**config.mk**
```make
export PLATFORM = sky130hd
export DESIGN_NAME = uart_modem_ctrl
export DESIGN_NICKNAME = d
export VERILOG_FILES = /design/src/logic/uart_msc_pkg.sv /design/src/logic/uart_modem_ctrl.sv
export SDC_FILE = /design/constraint.sdc
export NUM_CORES = 1
export LEC_CHECK = 0
export CELL_PAD_IN_SITES_DETAIL_PLACEMENT = 0
export CELL_PAD_IN_SITES_GLOBAL_PLACEMENT = 2
export CORE_ASPECT_RATIO = 0.9
export CORE_UTILIZATION = 43
export DETAILED_ROUTE_END_ITERATION = 8
export DONT_BUFFER_PORTS = 1
export PLACE_DENSITY = 0.9
export SETUP_SLACK_MARGIN = 0.05
export SLEW_MARGIN = 0
export SYNTH_ARGS = -nofsm -noshare
export SYNTH_HDL_FRONTEND = slang
export SYNTH_SLANG_ARGS = --single-unit
```
**constraint.sdc**
```tcl
create_clock -name pclk -period 5.4 [get_ports pclk]
set_clock_uncertainty 0.1 [all_clocks]
set_input_delay 1.62 -clock pclk [delete_from_list [all_inputs] [get_ports pclk]]
set_output_delay 1.62 -clock pclk [all_outputs]
set_load 0.005 [all_outputs]
```
**src/logic/uart_msc_pkg.sv**
```systemverilog
// Constants for the UART modem-status, transmit/receive control block.
// Assumes a 32-bit APB register port with byte addresses, one word a register.
package uart_msc_pkg;

   // ----------------------------------------------------------------
   // Bus and level widths
   // ----------------------------------------------------------------
   localparam int ADDR_W = 8;
   localparam int DATA_W = 32;
   localparam int LVL_W  = 9;

   // ----------------------------------------------------------------
   // Register byte offsets
   // ----------------------------------------------------------------
   localparam logic [ADDR_W-1:0] OFS_MODEM_STATUS = 8'h00; // read status / write control
   localparam logic [ADDR_W-1:0] OFS_SCRATCH      = 8'h04;
   localparam logic [ADDR_W-1:0] OFS_FEATURE      = 8'h08;
   localparam logic [ADDR_W-1:0] OFS_MODEM_CTRL   = 8'h0C;
   localparam logic [ADDR_W-1:0] OFS_ENH_FEATURE  = 8'h10;
   localparam logic [ADDR_W-1:0] OFS_INT_ENABLE   = 8'h14;

   // ----------------------------------------------------------------
   // Field positions
   // ----------------------------------------------------------------
   // Status read side: live levels {cd,ri,dsr,cts} in 7:4, deltas in 3:0
   localparam int ST_LIVE_LO = 4;
   localparam int TD_HI      = 7;  // turn-around delay field
   localparam int TD_LO      = 4;
   localparam int TX_DIS     = 3;
   localparam int RX_DIS     = 2;
   localparam int TX_DIS_MD  = 1;
   localparam int RX_DIS_MD  = 0;
   localparam int MC_LOOP    = 4;
   localparam int MC_OP2     = 3;
   localparam int MC_SEL     = 2;  // 0 = RTS/CTS, 1 = DTR/DSR
   localparam int MC_RTS     = 1;
   localparam int MC_DTR     = 0;
   localparam logic [7:0] MC_ENH_MASK = 8'hE0;
   localparam int EF_AUTO_CTS = 7;
   localparam int EF_AUTO_RTS = 6;
   localparam int EF_ENH_EN   = 4;
   localparam int IE_MODEM    = 3;
   localparam int FC_TBL_HI   = 7;
   localparam int FC_TBL_LO   = 6;
   localparam int FC_RS485    = 5;
   localparam logic [1:0] TABLE_D = 2'h3;

   // ----------------------------------------------------------------
   // Reset values
   // ----------------------------------------------------------------
   localparam logic [7:0] SCRATCH_RST = 8'hFF;
   localparam logic [7:0] REG_RST     = 8'h00;

   // ----------------------------------------------------------------
   // RS-485 direction state
   // ----------------------------------------------------------------
   typedef enum logic [2:0] {
      DIR_IDLE  = 3'b001,
      DIR_DRIVE = 3'b010,
      DIR_HOLD  = 3'b100
   } dir_state_e;

endpackage

```
**src/logic/uart_modem_ctrl.sv**
```systemverilog
// Modem status tracking, transmit/receive gating and RS-485 turn-around.
// Assumes an APB master on pclk, and transmitter, receiver and FIFO logic
// on the same clock that honour the gating outputs of this block.
//
// Implementation choices: register access over APB and the register offsets.
`timescale 1ns/1ps

// Functional notes
// - CD status inverts pin, loopback mirrors OP2
// - RI status inverts pin, loopback mirrors MC_SEL bit
// - DSR status inverts pin, loopback follows DTR
// - CTS status inverts pin, loopback follows RTS
// - Auto CTS/DSR stops transmitter after character
// - CD, DSR, CTS deltas flag any change
// - RI delta only on pin rising
// - Any delta with enable raises interrupt
// - Turn-around delay 0 to 15 bit times
// - Delay field written only with enhanced enable
// - Transmitter disable halts shifting, keeps queue
// - Receiver disable finishes current character first
// - Re-enable receiver only while line idle; here rx_accept returns as soon as RX_DIS clears, even with rx_busy high
// - Receive FIFO always readable
// - Disabled transmitter Xon/Xoff per mode bit
// - Disabled receiver Xon/Xoff detection per mode bit
// - Scratch byte read/write, resets to FF
// - Feature bits select trigger table A-D
// - Tables A-C flow control one level around
// - Loopback bit redirects modem inputs
// - Direction output falls after last stop
// - Enhanced enable gates enhanced bit writes
module uart_modem_ctrl (
   // Clock and reset
   input  wire logic                              pclk,
   input  wire logic                              presetn,
   // APB slave
   input  wire logic                              psel,
   input  wire logic                              penable,
   input  wire logic                              pwrite,
   input  wire logic [uart_msc_pkg::ADDR_W-1:0]   paddr,
   input  wire logic [uart_msc_pkg::DATA_W-1:0]   pwdata,
   output logic      [uart_msc_pkg::DATA_W-1:0]   prdata,
   output logic                                   pready,
   output logic                                   pslverr,
   // Modem pins, active low, asynchronous
   input  wire logic                              carrier_detect_in_n,
   input  wire logic                              ring_indicator_in_n,
   input  wire logic                              dsr_in_n,
   input  wire logic                              cts_in_n,
   // Transmitter side
   input  wire logic                              tx_busy,
   input  wire logic                              tx_char_done,
   input  wire logic                              tx_last_stop_done,
   input  wire logic                              tx_load,
   input  wire logic                              bit_tick,
   input  wire logic                              xon_pending,
   input  wire logic                              xon_sent,
   output logic                                   tx_halt,
   output logic                                   tx_xon_allow,
   output logic                                   rs485_dir,
   // Receiver side
   input  wire logic                              rx_busy,
   input  wire logic                              rx_char_done,
   input  wire logic                              rx_fifo_rd_req,
   input  wire logic [uart_msc_pkg::LVL_W-1:0]    rx_fifo_level,
   input  wire logic [uart_msc_pkg::LVL_W-1:0]    rx_trig_upper,
   input  wire logic [uart_msc_pkg::LVL_W-1:0]    rx_trig_lower,
   output logic                                   rx_accept,
   output logic                                   rx_xon_detect,
   output logic                                   rx_fifo_rd,
   output logic                                   rts_flow_off,
   // Mode outputs
   output logic [1:0]                             trigger_table,
   output logic                                   loopback,
   output logic                                   modem_irq
);
   import uart_msc_pkg::*;

   // ----------------------------------------------------------------
   // Declarations
   // ----------------------------------------------------------------
   logic [3:0]  pin_s1;
   logic [3:0]  pin_s2;
   logic [3:0]  live;
   logic [3:0]  live_q;
   logic [3:0]  delta_set;
   logic [3:0]  delta;
   logic [3:0]  rd_snap;
   logic [7:0]  turn_ctrl;
   logic [7:0]  scratch;
   logic [7:0]  feature_control;
   logic [7:0]  modem_control_reg;
   logic [7:0]  enhanced_feature_reg;
   logic [7:0]  interrupt_enable_reg;
   logic        setup_ph;
   logic        access_done;
   logic        wr_en;
   logic        rd_status_done;
   logic        mapped;
   logic [7:0]  rd_byte;
   logic        flow_hold;
   logic        sel_high;
   logic        xon_latch;
   logic        next_rx_gate;
   logic [3:0]  dly_cnt;
   dir_state_e  dir_state;
   dir_state_e  next_dir_state;

   // ----------------------------------------------------------------
   // Pin synchronisers
   // ----------------------------------------------------------------
   // Order {cd,ri,dsr,cts}; only stage two feeds logic
   always_ff @(posedge pclk or negedge presetn) begin
      if (!presetn) begin
         pin_s1 <= 4'hF;
         pin_s2 <= 4'hF;
      end else begin
         pin_s1 <= {carrier_detect_in_n, ring_indicator_in_n, dsr_in_n, cts_in_n};
         pin_s2 <= pin_s1;
      end
   end

   // Live status levels, swapped to control bits in loopback
   always_comb begin
      if (modem_control_reg[MC_LOOP]) begin
         live = {modem_control_reg[MC_OP2], modem_control_reg[MC_SEL], modem_control_reg[MC_DTR], modem_control_reg[MC_RTS]};
      end else begin
         live = ~pin_s2;
      end
   end

   // Change detection; RI only counts the end of ringing
   always_comb begin
      delta_set    = live ^ live_q;
      delta_set[2] = live_q[2] & ~live[2];
   end

   always_ff @(posedge pclk or negedge presetn) begin
      if (!presetn) begin
         live_q <= 4'h0;
      end else begin
         live_q <= live;
      end
   end

   // ----------------------------------------------------------------
   // APB decode
   // ----------------------------------------------------------------
   assign setup_ph       = psel & ~penable;
   assign access_done    = psel & penable & pready;
   assign wr_en          = access_done & pwrite;
   assign rd_status_done = access_done & ~pwrite & (paddr == OFS_MODEM_STATUS);

   // Read mux, evaluated in the setup phase
   always_comb begin
      mapped  = 1'b1;
      rd_byte = 8'h00;
      case (paddr)
         OFS_MODEM_STATUS: rd_byte = {live, delta};
         OFS_SCRATCH:      rd_byte = scratch;
         OFS_FEATURE:      rd_byte = feature_control;
         OFS_MODEM_CTRL:   rd_byte = modem_control_reg;
         OFS_ENH_FEATURE:  rd_byte = enhanced_feature_reg;
         OFS_INT_ENABLE:   rd_byte = interrupt_enable_reg;
         default:          mapped  = 1'b0;
      endcase
   end

   // Zero-wait slave: data and error are ready before the access phase
   always_ff @(posedge pclk or negedge presetn) begin
      if (!presetn) begin
         pready  <= 1'b0;
         prdata  <= '0;
         pslverr <= 1'b0;
         rd_snap <= 4'h0;
      end else begin
         pready <= 1'b1;
         if (setup_ph) begin
            prdata  <= {24'h000000, rd_byte};
            pslverr <= ~mapped;
            rd_snap <= delta;
         end else if (!psel) begin
            pslverr <= 1'b0;
         end
      end
   end

   // ----------------------------------------------------------------
   // Delta flags and modem interrupt
   // ----------------------------------------------------------------
   // Only the reported bits clear, so a change after setup is kept
   always_ff @(posedge pclk or negedge presetn) begin
      if (!presetn) begin
         delta <= 4'h0;
      end else if (rd_status_done) begin
         delta <= (delta & ~rd_snap) | delta_set;
      end else begin
         delta <= delta | delta_set;
      end
   end

   always_ff @(posedge pclk or negedge presetn) begin
      if (!presetn) begin
         modem_irq <= 1'b0;
      end else begin
         modem_irq <= interrupt_enable_reg[IE_MODEM] & (|delta);
      end
   end

   // ----------------------------------------------------------------
   // Control registers
   // ----------------------------------------------------------------
   // Enhanced bits only move while the enhanced enable is set
   always_ff @(posedge pclk or negedge presetn) begin
      if (!presetn) begin
         turn_ctrl <= REG_RST;
         modem_control_reg       <= REG_RST;
         enhanced_feature_reg       <= REG_RST;
         interrupt_enable_reg       <= REG_RST;
         feature_control      <= REG_RST;
      end else if (wr_en) begin
         case (paddr)
            OFS_MODEM_STATUS: if (enhanced_feature_reg[EF_ENH_EN]) turn_ctrl <= pwdata[7:0];
            OFS_MODEM_CTRL: begin
               if (enhanced_feature_reg[EF_ENH_EN]) begin
                  modem_control_reg <= pwdata[7:0];
               end else begin
                  modem_control_reg <= (modem_control_reg & MC_ENH_MASK) | (pwdata[7:0] & ~MC_ENH_MASK);
               end
            end
            OFS_ENH_FEATURE:  enhanced_feature_reg  <= pwdata[7:0];
            OFS_INT_ENABLE:   interrupt_enable_reg  <= pwdata[7:0];
            OFS_FEATURE:      feature_control <= pwdata[7:0];
            default: ;
         endcase
      end
   end

   // Scratch byte survives anything but reset
   always_ff @(posedge pclk or negedge presetn) begin
      if (!presetn) begin
         scratch <= SCRATCH_RST;
      end else if (wr_en && paddr == OFS_SCRATCH) begin
         scratch <= pwdata[7:0];
      end
   end

   // Mode outputs
   always_ff @(posedge pclk or negedge presetn) begin
      if (!presetn) begin
         trigger_table <= 2'h0;
         loopback      <= 1'b0;
      end else begin
         trigger_table <= feature_control[FC_TBL_HI:FC_TBL_LO];
         loopback      <= modem_control_reg[MC_LOOP];
      end
   end

   // ----------------------------------------------------------------
   // Transmit gating
   // ----------------------------------------------------------------
   // Pin high means live level low; loopback looks through live too
   assign sel_high = modem_control_reg[MC_SEL] ? ~live[1] : ~live[0];

   // Hold takes effect only between characters
   always_ff @(posedge pclk or negedge presetn) begin
      if (!presetn) begin
         flow_hold <= 1'b0;
      end else if (!enhanced_feature_reg[EF_AUTO_CTS] || !sel_high) begin
         flow_hold <= 1'b0;
      end else if (!tx_busy || tx_char_done) begin
         flow_hold <= 1'b1;
      end
   end

   // Xon/Xoff pending at the moment of disabling may still go out
   always_ff @(posedge pclk or negedge presetn) begin
      if (!presetn) begin
         xon_latch <= 1'b0;
      end else if (wr_en && paddr == OFS_MODEM_STATUS && enhanced_feature_reg[EF_ENH_EN]
                   && pwdata[TX_DIS] && !turn_ctrl[TX_DIS]) begin
         xon_latch <= xon_pending;
      end else if (!turn_ctrl[TX_DIS] || xon_sent) begin
         xon_latch <= 1'b0;
      end
   end

   // Send-immediate needs an enabled transmitter; software keeps to that
   always_ff @(posedge pclk or negedge presetn) begin
      if (!presetn) begin
         tx_halt      <= 1'b0;
         tx_xon_allow <= 1'b1;
      end else begin
         tx_halt      <= flow_hold | turn_ctrl[TX_DIS];
         tx_xon_allow <= ~turn_ctrl[TX_DIS] | turn_ctrl[TX_DIS_MD] | xon_latch;
      end
   end

   // ----------------------------------------------------------------
   // Receive gating
   // ----------------------------------------------------------------
   // A character under way when disabled still completes
   always_comb begin
      if (!turn_ctrl[RX_DIS]) begin
         next_rx_gate = 1'b1;
      end else begin
         next_rx_gate = rx_accept & rx_busy & ~rx_char_done;
      end
   end

   // Host reads are never gated by the disable bit
   always_ff @(posedge pclk or negedge presetn) begin
      if (!presetn) begin
         rx_accept     <= 1'b1;
         rx_xon_detect <= 1'b1;
         rx_fifo_rd    <= 1'b0;
      end else begin
         rx_accept     <= next_rx_gate;
         rx_xon_detect <= next_rx_gate | turn_ctrl[RX_DIS_MD];
         rx_fifo_rd    <= rx_fifo_rd_req;
      end
   end

   // Hysteresis for table D is handled elsewhere; output held off there
   always_ff @(posedge pclk or negedge presetn) begin
      if (!presetn) begin
         rts_flow_off <= 1'b0;
      end else if (!enhanced_feature_reg[EF_AUTO_RTS] || feature_control[FC_RS485]
                   || feature_control[FC_TBL_HI:FC_TBL_LO] == TABLE_D) begin
         rts_flow_off <= 1'b0;
      end else if (rx_fifo_level >= rx_trig_upper) begin
         rts_flow_off <= 1'b1;
      end else if (rx_fifo_level <= rx_trig_lower) begin
         rts_flow_off <= 1'b0;
      end
   end

   // ----------------------------------------------------------------
   // RS-485 direction control
   // ----------------------------------------------------------------
   // A new load during the hold cancels the turn-around
   always_comb begin
      next_dir_state = dir_state;
      case (dir_state)
         DIR_IDLE: if (tx_load) next_dir_state = DIR_DRIVE;
         DIR_DRIVE: begin
            if (tx_last_stop_done) begin
               next_dir_state = (turn_ctrl[TD_HI:TD_LO] == 4'h0) ? DIR_IDLE : DIR_HOLD;
            end
         end
         DIR_HOLD: begin
            if (tx_load) begin
               next_dir_state = DIR_DRIVE;
            end else if (bit_tick && dly_cnt == 4'h1) begin
               next_dir_state = DIR_IDLE;
            end
         end
         default: next_dir_state = DIR_IDLE;
      endcase
      if (!feature_control[FC_RS485]) begin
         next_dir_state = DIR_IDLE;
      end
   end

   always_ff @(posedge pclk or negedge presetn) begin
      if (!presetn) begin
         dir_state <= DIR_IDLE;
         rs485_dir <= 1'b0;
      end else begin
         dir_state <= next_dir_state;
         rs485_dir <= (next_dir_state != DIR_IDLE);
      end
   end

   // Bit-time counter, loaded from the delay field at the last stop
   always_ff @(posedge pclk or negedge presetn) begin
      if (!presetn) begin
         dly_cnt <= 4'h0;
      end else if (dir_state == DIR_DRIVE && tx_last_stop_done) begin
         dly_cnt <= turn_ctrl[TD_HI:TD_LO];
      end else if (dir_state == DIR_HOLD && bit_tick && dly_cnt != 4'h0) begin
         dly_cnt <= dly_cnt - 4'h1;
      end
   end
endmodule

```
Word-level counts from Yosys, hierarchy flattened
Index checks and enable logic that the tools add are counted.
{"block": "totals", "ff_bits": 98, "inputBits": 86, "output_inout_bits": 45}
{"block": "classes", "n_addsub": 1, "magnitude_cmp": 2, "n_eq_ne": 12, "mux": 25, "bitwise": 29, "reduce_logical": 33}
{"operator": "case mux 8 bit (6 select lines)", "n": 1}
{"operator": "2-to-1 mux 3 bit", "n": 6}
{"operator": "equality test 8 x 4 -> 1 bit (second input constant)", "n": 2}
{"operator": "equality test 8 x 5 -> 1 bit (second input constant)", "n": 2}
{"operator": "2-to-1 mux 4 bit", "n": 4}
{"operator": "2-to-1 mux 1 bit", "n": 12}
{"operator": "bitwise AND 1 bit", "n": 10}
{"operator": "greater-or-equal comparator 9 bit", "n": 1}
{"operator": "<= comparator 9 bit", "n": 1}
{"operator": "logical AND 1 bit", "n": 9}
{"operator": "case mux 3 bit (3 select lines)", "n": 1}
{"operator": "equality test 8 x 3 -> 1 bit (second input constant)", "n": 1}
{"operator": "zero test 8 bit", "n": 1}
{"operator": "2-to-1 mux 8 bit", "n": 1}
{"operator": "inverter 1 bit", "n": 8}
{"operator": "inverter 4 bit", "n": 2}
{"operator": "OR 4 bit", "n": 2}
{"operator": "OR 8 x 5 -> 8 bit", "n": 1}
{"operator": "AND reduction 2 bit", "n": 4}
{"operator": "nonzero test 2 bit", "n": 3}
{"operator": "OR reduction 6 bit", "n": 1}
{"operator": "zero test 1 bit", "n": 5}
{"operator": "logical OR 1 bit", "n": 5}
{"operator": "bitwise AND 4 bit", "n": 1}
{"operator": "15 further kinds", "n": 18}

Longest topological paths before layout
{"block": "logic_depth", "depth_word": 8, "mapped_depth": 8, "mapped_depth_nobuf": 7}

Worst setup path before layout
OpenSTA, ideal clock, no wires.
{"block": "synth_path", "kind": "in2reg", "from": "input port paddr[0] in the netlist's numbering", "to": "register enhanced_feature_reg[0]", "setup_ns": 0.125, "arrival_time_ns": 3.540, "path_slack_ns": 1.635, "path_stages": 7, "n_path_buf": 2, "path_cell_list": "or4_4 > or3_1 > buf_6 > nor3b_1 > and3b_1 > buf_2 > mux2_2"}
{"block": "synth_via", "elab_chain_len": 2}
{"element": "from (decl)", "line": "uart_modem_ctrl.sv:39", "text": "input wire logic [uart_msc_pkg::ADDR_W-1:0] paddr,"}
{"element": "equality test 8 x 5 -> 1 bit", "line": "uart_modem_ctrl.sv:221", "text": "case (paddr)"}
{"element": "AND reduction 2 bit (no source line)"}
{"element": "to (signal assigned)", "line": "uart_modem_ctrl.sv:230", "text": "OFS_ENH_FEATURE: enhanced_feature_reg <= pwdata[7:0];"}
{"element": "to (decl)", "line": "uart_modem_ctrl.sv:92", "text": "logic [7:0] enhanced_feature_reg;"}
No other way between the ends.
A chain may end at the register's enable or synchronous reset.

Worst setup path after layout
{"block": "layout_path", "from": "input port paddr[0] in the netlist's numbering", "to": "register enhanced_feature_reg[4]"}
The elaborated chain is that of the path after synthesis.

==> impl_metrics.toml <==
[outcome]
status = "finished clean"

[setup_path]
crit_path_top_delay_cell = "or4_4"
critPathBufInv = 0
critPathCapture = "enhanced_feature_reg[4]"
reg2reg_to = "enhanced_feature_reg[4]"
cp_cell_sequence = "or4_4, or3_1, nor3b_1, and3b_1, mux2_2"
crit_path_max_fanout = 8
max_stage_delay_ns = 0.53
r2r_setup_slack_ns = 3.04
crit_required_ns = 5.53
critical_path_cell_count = 5
critPathArrivalTime_ns = 3.87
start_kind = "input pin"
r2r_cells = 5
critPathLaunch = "paddr[0]"
cpLargestDelayFamily = "simple AND/OR/NAND/NOR gates"
r2r-start = "pready"
worstSetupPathType = "in -> reg"
worst_setup_path_end_kind = "flop"

[finish]
area_delta_synth_final_pct = 7.29
nNetsFinal = 520
diodes = 0
fillers = 997
multi_input_area_um2 = 2090
drive_above_1_share_pct = 22.4
seqCellArea_um2 = 2480

[yosys]
ys_async_sr_fraction_pct = 100
synth_edf_count = 0
yosysWarnings = 0
avgSynthCellArea_um2 = 11.6
ys_seq_area_share_pct = 51.4
synth_top_family_by_area = "multiplexers"
synth_cell_types = 54
synth-seq-cells = 98
synth_cells = 416
synth-simple-area-share_pct = 10.6
synth-compound-area-share_pct = 11.6
synth_fa_ha_area_share_pct = 5.19
synthFlopType = "dfrtp_1"
synth_xor_area_share_pct = 0.727
synthMuxAreaShare_pct = 13.3
synth_area_um2 = 4820

[pwr]
cellPowerDensity_nw_per_um2 = 287
total_power_w = 0.00148
pwr-share-comb_pct = 4.6
p_sw_share_pct = 22.8
power_frac_seq_pct = 50.8
p_switching_w = 0.000338
clkPwrFrac_pct = 44.6
p_int_w = 0.00114
power_leakage_nw = 2.42
peakVddDrop_mv = 0.189

[place]
gp_congestion = 0.748
port_buffers = 0
dp_hpwl_um = 6890

[sta]
rsz0062_at_grt = "false"
hold_viol = 0
relSlewSlack_pct = 47.4
slew_violations = 0
fmax_mhz = 268
post-route-min-period_ns = 3.74
min_period_over_period_pct = 69.2
worst_pin_slew_ns = 0.769
finalSetupViolations = 0
finalSetupTns_ns = 0
timing.hold.ws_ns = 0.256

[clock_network]
clk_latency_ns = 0.34
htreeDepth = 3
cts-root-buf = "clkbuf_16"
cts_num_sinks = 98
post-cts-setup-buffer-count = 0
cts_resized = 0
cts_buffers = 9
cts_tree = "built"
path_clk_slew_ns = 0.07
cts.path.max_buffers = 2
postCtsHoldBufs = 0

[route]
vias = 3014
post-route-drc-count = 0
ant_nets = 0
routedWlPerCell_um = 17.4
avgViaCountPerCell = 5.28
drtIter0Drc = 173
drt-pass1-iter-count = 4
routed_wl_um = 9950

[grt]
antenna_found_initial = 0
grt_use_total_pct = 18.0
grt_max_degree = 99
grt_pass1_vias = 2994
grt_pass1_wl_um = 15700
grt-ovfl-total = 0

[die]
pin_count = 131
die_w_um = 114
start_util_pct = 44.4
fp.coreArea_um2 = 10900
dieArea_um2 = 11600
rows = 36
die_h_um = 102

[min_path]
min_path_type = "reg -> reg"

[run]
maxCapViolCount = 0
==> cell families (layout without fill, tap and decap cells) <==
family / count (synthesis) / count (layout)
flops: 98 / 98
fa+ha+maj: 20 / 20
simple gates: 92 / 92
compound gates: 80 / 80
other cells: 2 / 25
mux: 57 / 57
xor+xnor: 4 / 4
buf+inv: 63 / 43
==> worst min-delay path by stage <==
stage | startpoint | end | slack [ns] | depth (start not counted)
2_1_floorplan | pin_s1[0] | pin_s2[0] | 0.25 | 0
4_1_cts | pin_s1[3] | pin_s2[3] | 0.26 | 0
3_3_place_gp | pin_s1[3] | pin_s2[3] | 0.25 | 0
3_5_place_dp | pin_s1[0] | pin_s2[0] | 0.25 | 0
5_1_grt | pin_s1[0] | pin_s2[0] | 0.26 | 0
6_report | pin_s1[3] | pin_s2[3] | 0.26 | 0
==> metal layers <==
metal	vias up	track usage, %	share of wire [%]
met5	-	0	0
met4	0	6.48	1.2
met3	9	4.80	6.1
met2	100	26.8	43
met1	1471	25.3	49
li1	1434	-	-
==> cells in the final DEF, fill, tap and decap left out, drive strengths merged, types with 3 or more instances in the layout <==
cell type | Yosys | layout
inv | 26 | 30
mux2i | 9 | 9
a221oi | 7 | 7
nor2 | 18 | 18
xnor2 | 3 | 3
clkbuf | 8 | 9
nor3 | 4 | 4
a21oi | 13 | 13
nor2b | 8 | 8
nand2b | 5 | 5
conb | 2 | 25
dfstp | 20 | 20
ha | 20 | 20
o21ai | 20 | 20
or4 | 3 | 3
nand2 | 33 | 33
dfrtp | 78 | 78
a22o | 17 | 17
a22oi | 9 | 9
nand3 | 4 | 4
mux2 | 48 | 48
==> power groups by stage <==
stage               registers (W)  logic (W)  clock network [W]
CTS                      0.000753  0.0000686           0.000683
finish                   0.000752  0.0000681           0.000662
global placement         0.000766  0.0000659                  0
global route             0.000754  0.0000799           0.000707
floorplan                0.000765  0.0000709                  0
detailed placement       0.000766  0.0000682                  0
==> cells in the mapped netlist (all sizes together), types with 3 or more instances <==
library cell | instances | area share (%)
ha | 20 | 5.2
nor3 | 4 | 0.42
a22o | 17 | 3.1
or4 | 3 | 0.55
nand3 | 4 | 0.42
a21oi | 13 | 1.3
nor2b | 8 | 1.0
buf | 29 | 4.4
clkbuf | 8 | 0.62
o21ai | 20 | 2.1
inv | 26 | 2.0
mux2 | 48 | 11
xnor2 | 3 | 0.55
mux2i | 9 | 1.9
dfstp | 20 | 11
nand2b | 5 | 0.65
nor2 | 18 | 1.5
dfrtp | 78 | 40
a22oi | 9 | 1.4
nand2 | 33 | 2.7
a221oi | 7 | 1.3
==> layout make-up <==
| type | instances | area share, % |
|---|---|---|
| tap | 152 | 3.68 |
| clock buffer | 9 | 4.36 |
| multi-input combinational | 278 | 40.4 |
| inverter | 26 | 1.89 |
| timing repair buffer | 1 | 0.145 |
| clock inverter | 7 | 1.60 |
| sequential | 98 | 47.9 |
==> through the flow <==
| stage | instance area [um2] | setup WS, ns | cells | util (%) |
|---|---|---|---|---|
| global route | 5170 | 1.62 | 571 | 47.6 |
| CTS | 5170 | 1.68 | 571 | 47.6 |
| global placement | 4860 | 1.35 | 555 | 44.8 |
| floorplan | 4910 | 1.64 | 439 | - |
| detailed placement | 4860 | 1.31 | 555 | 44.8 |
| finish | 5170 | 1.66 | 571 | 47.6 |
(Power assumes the default switching activity.)
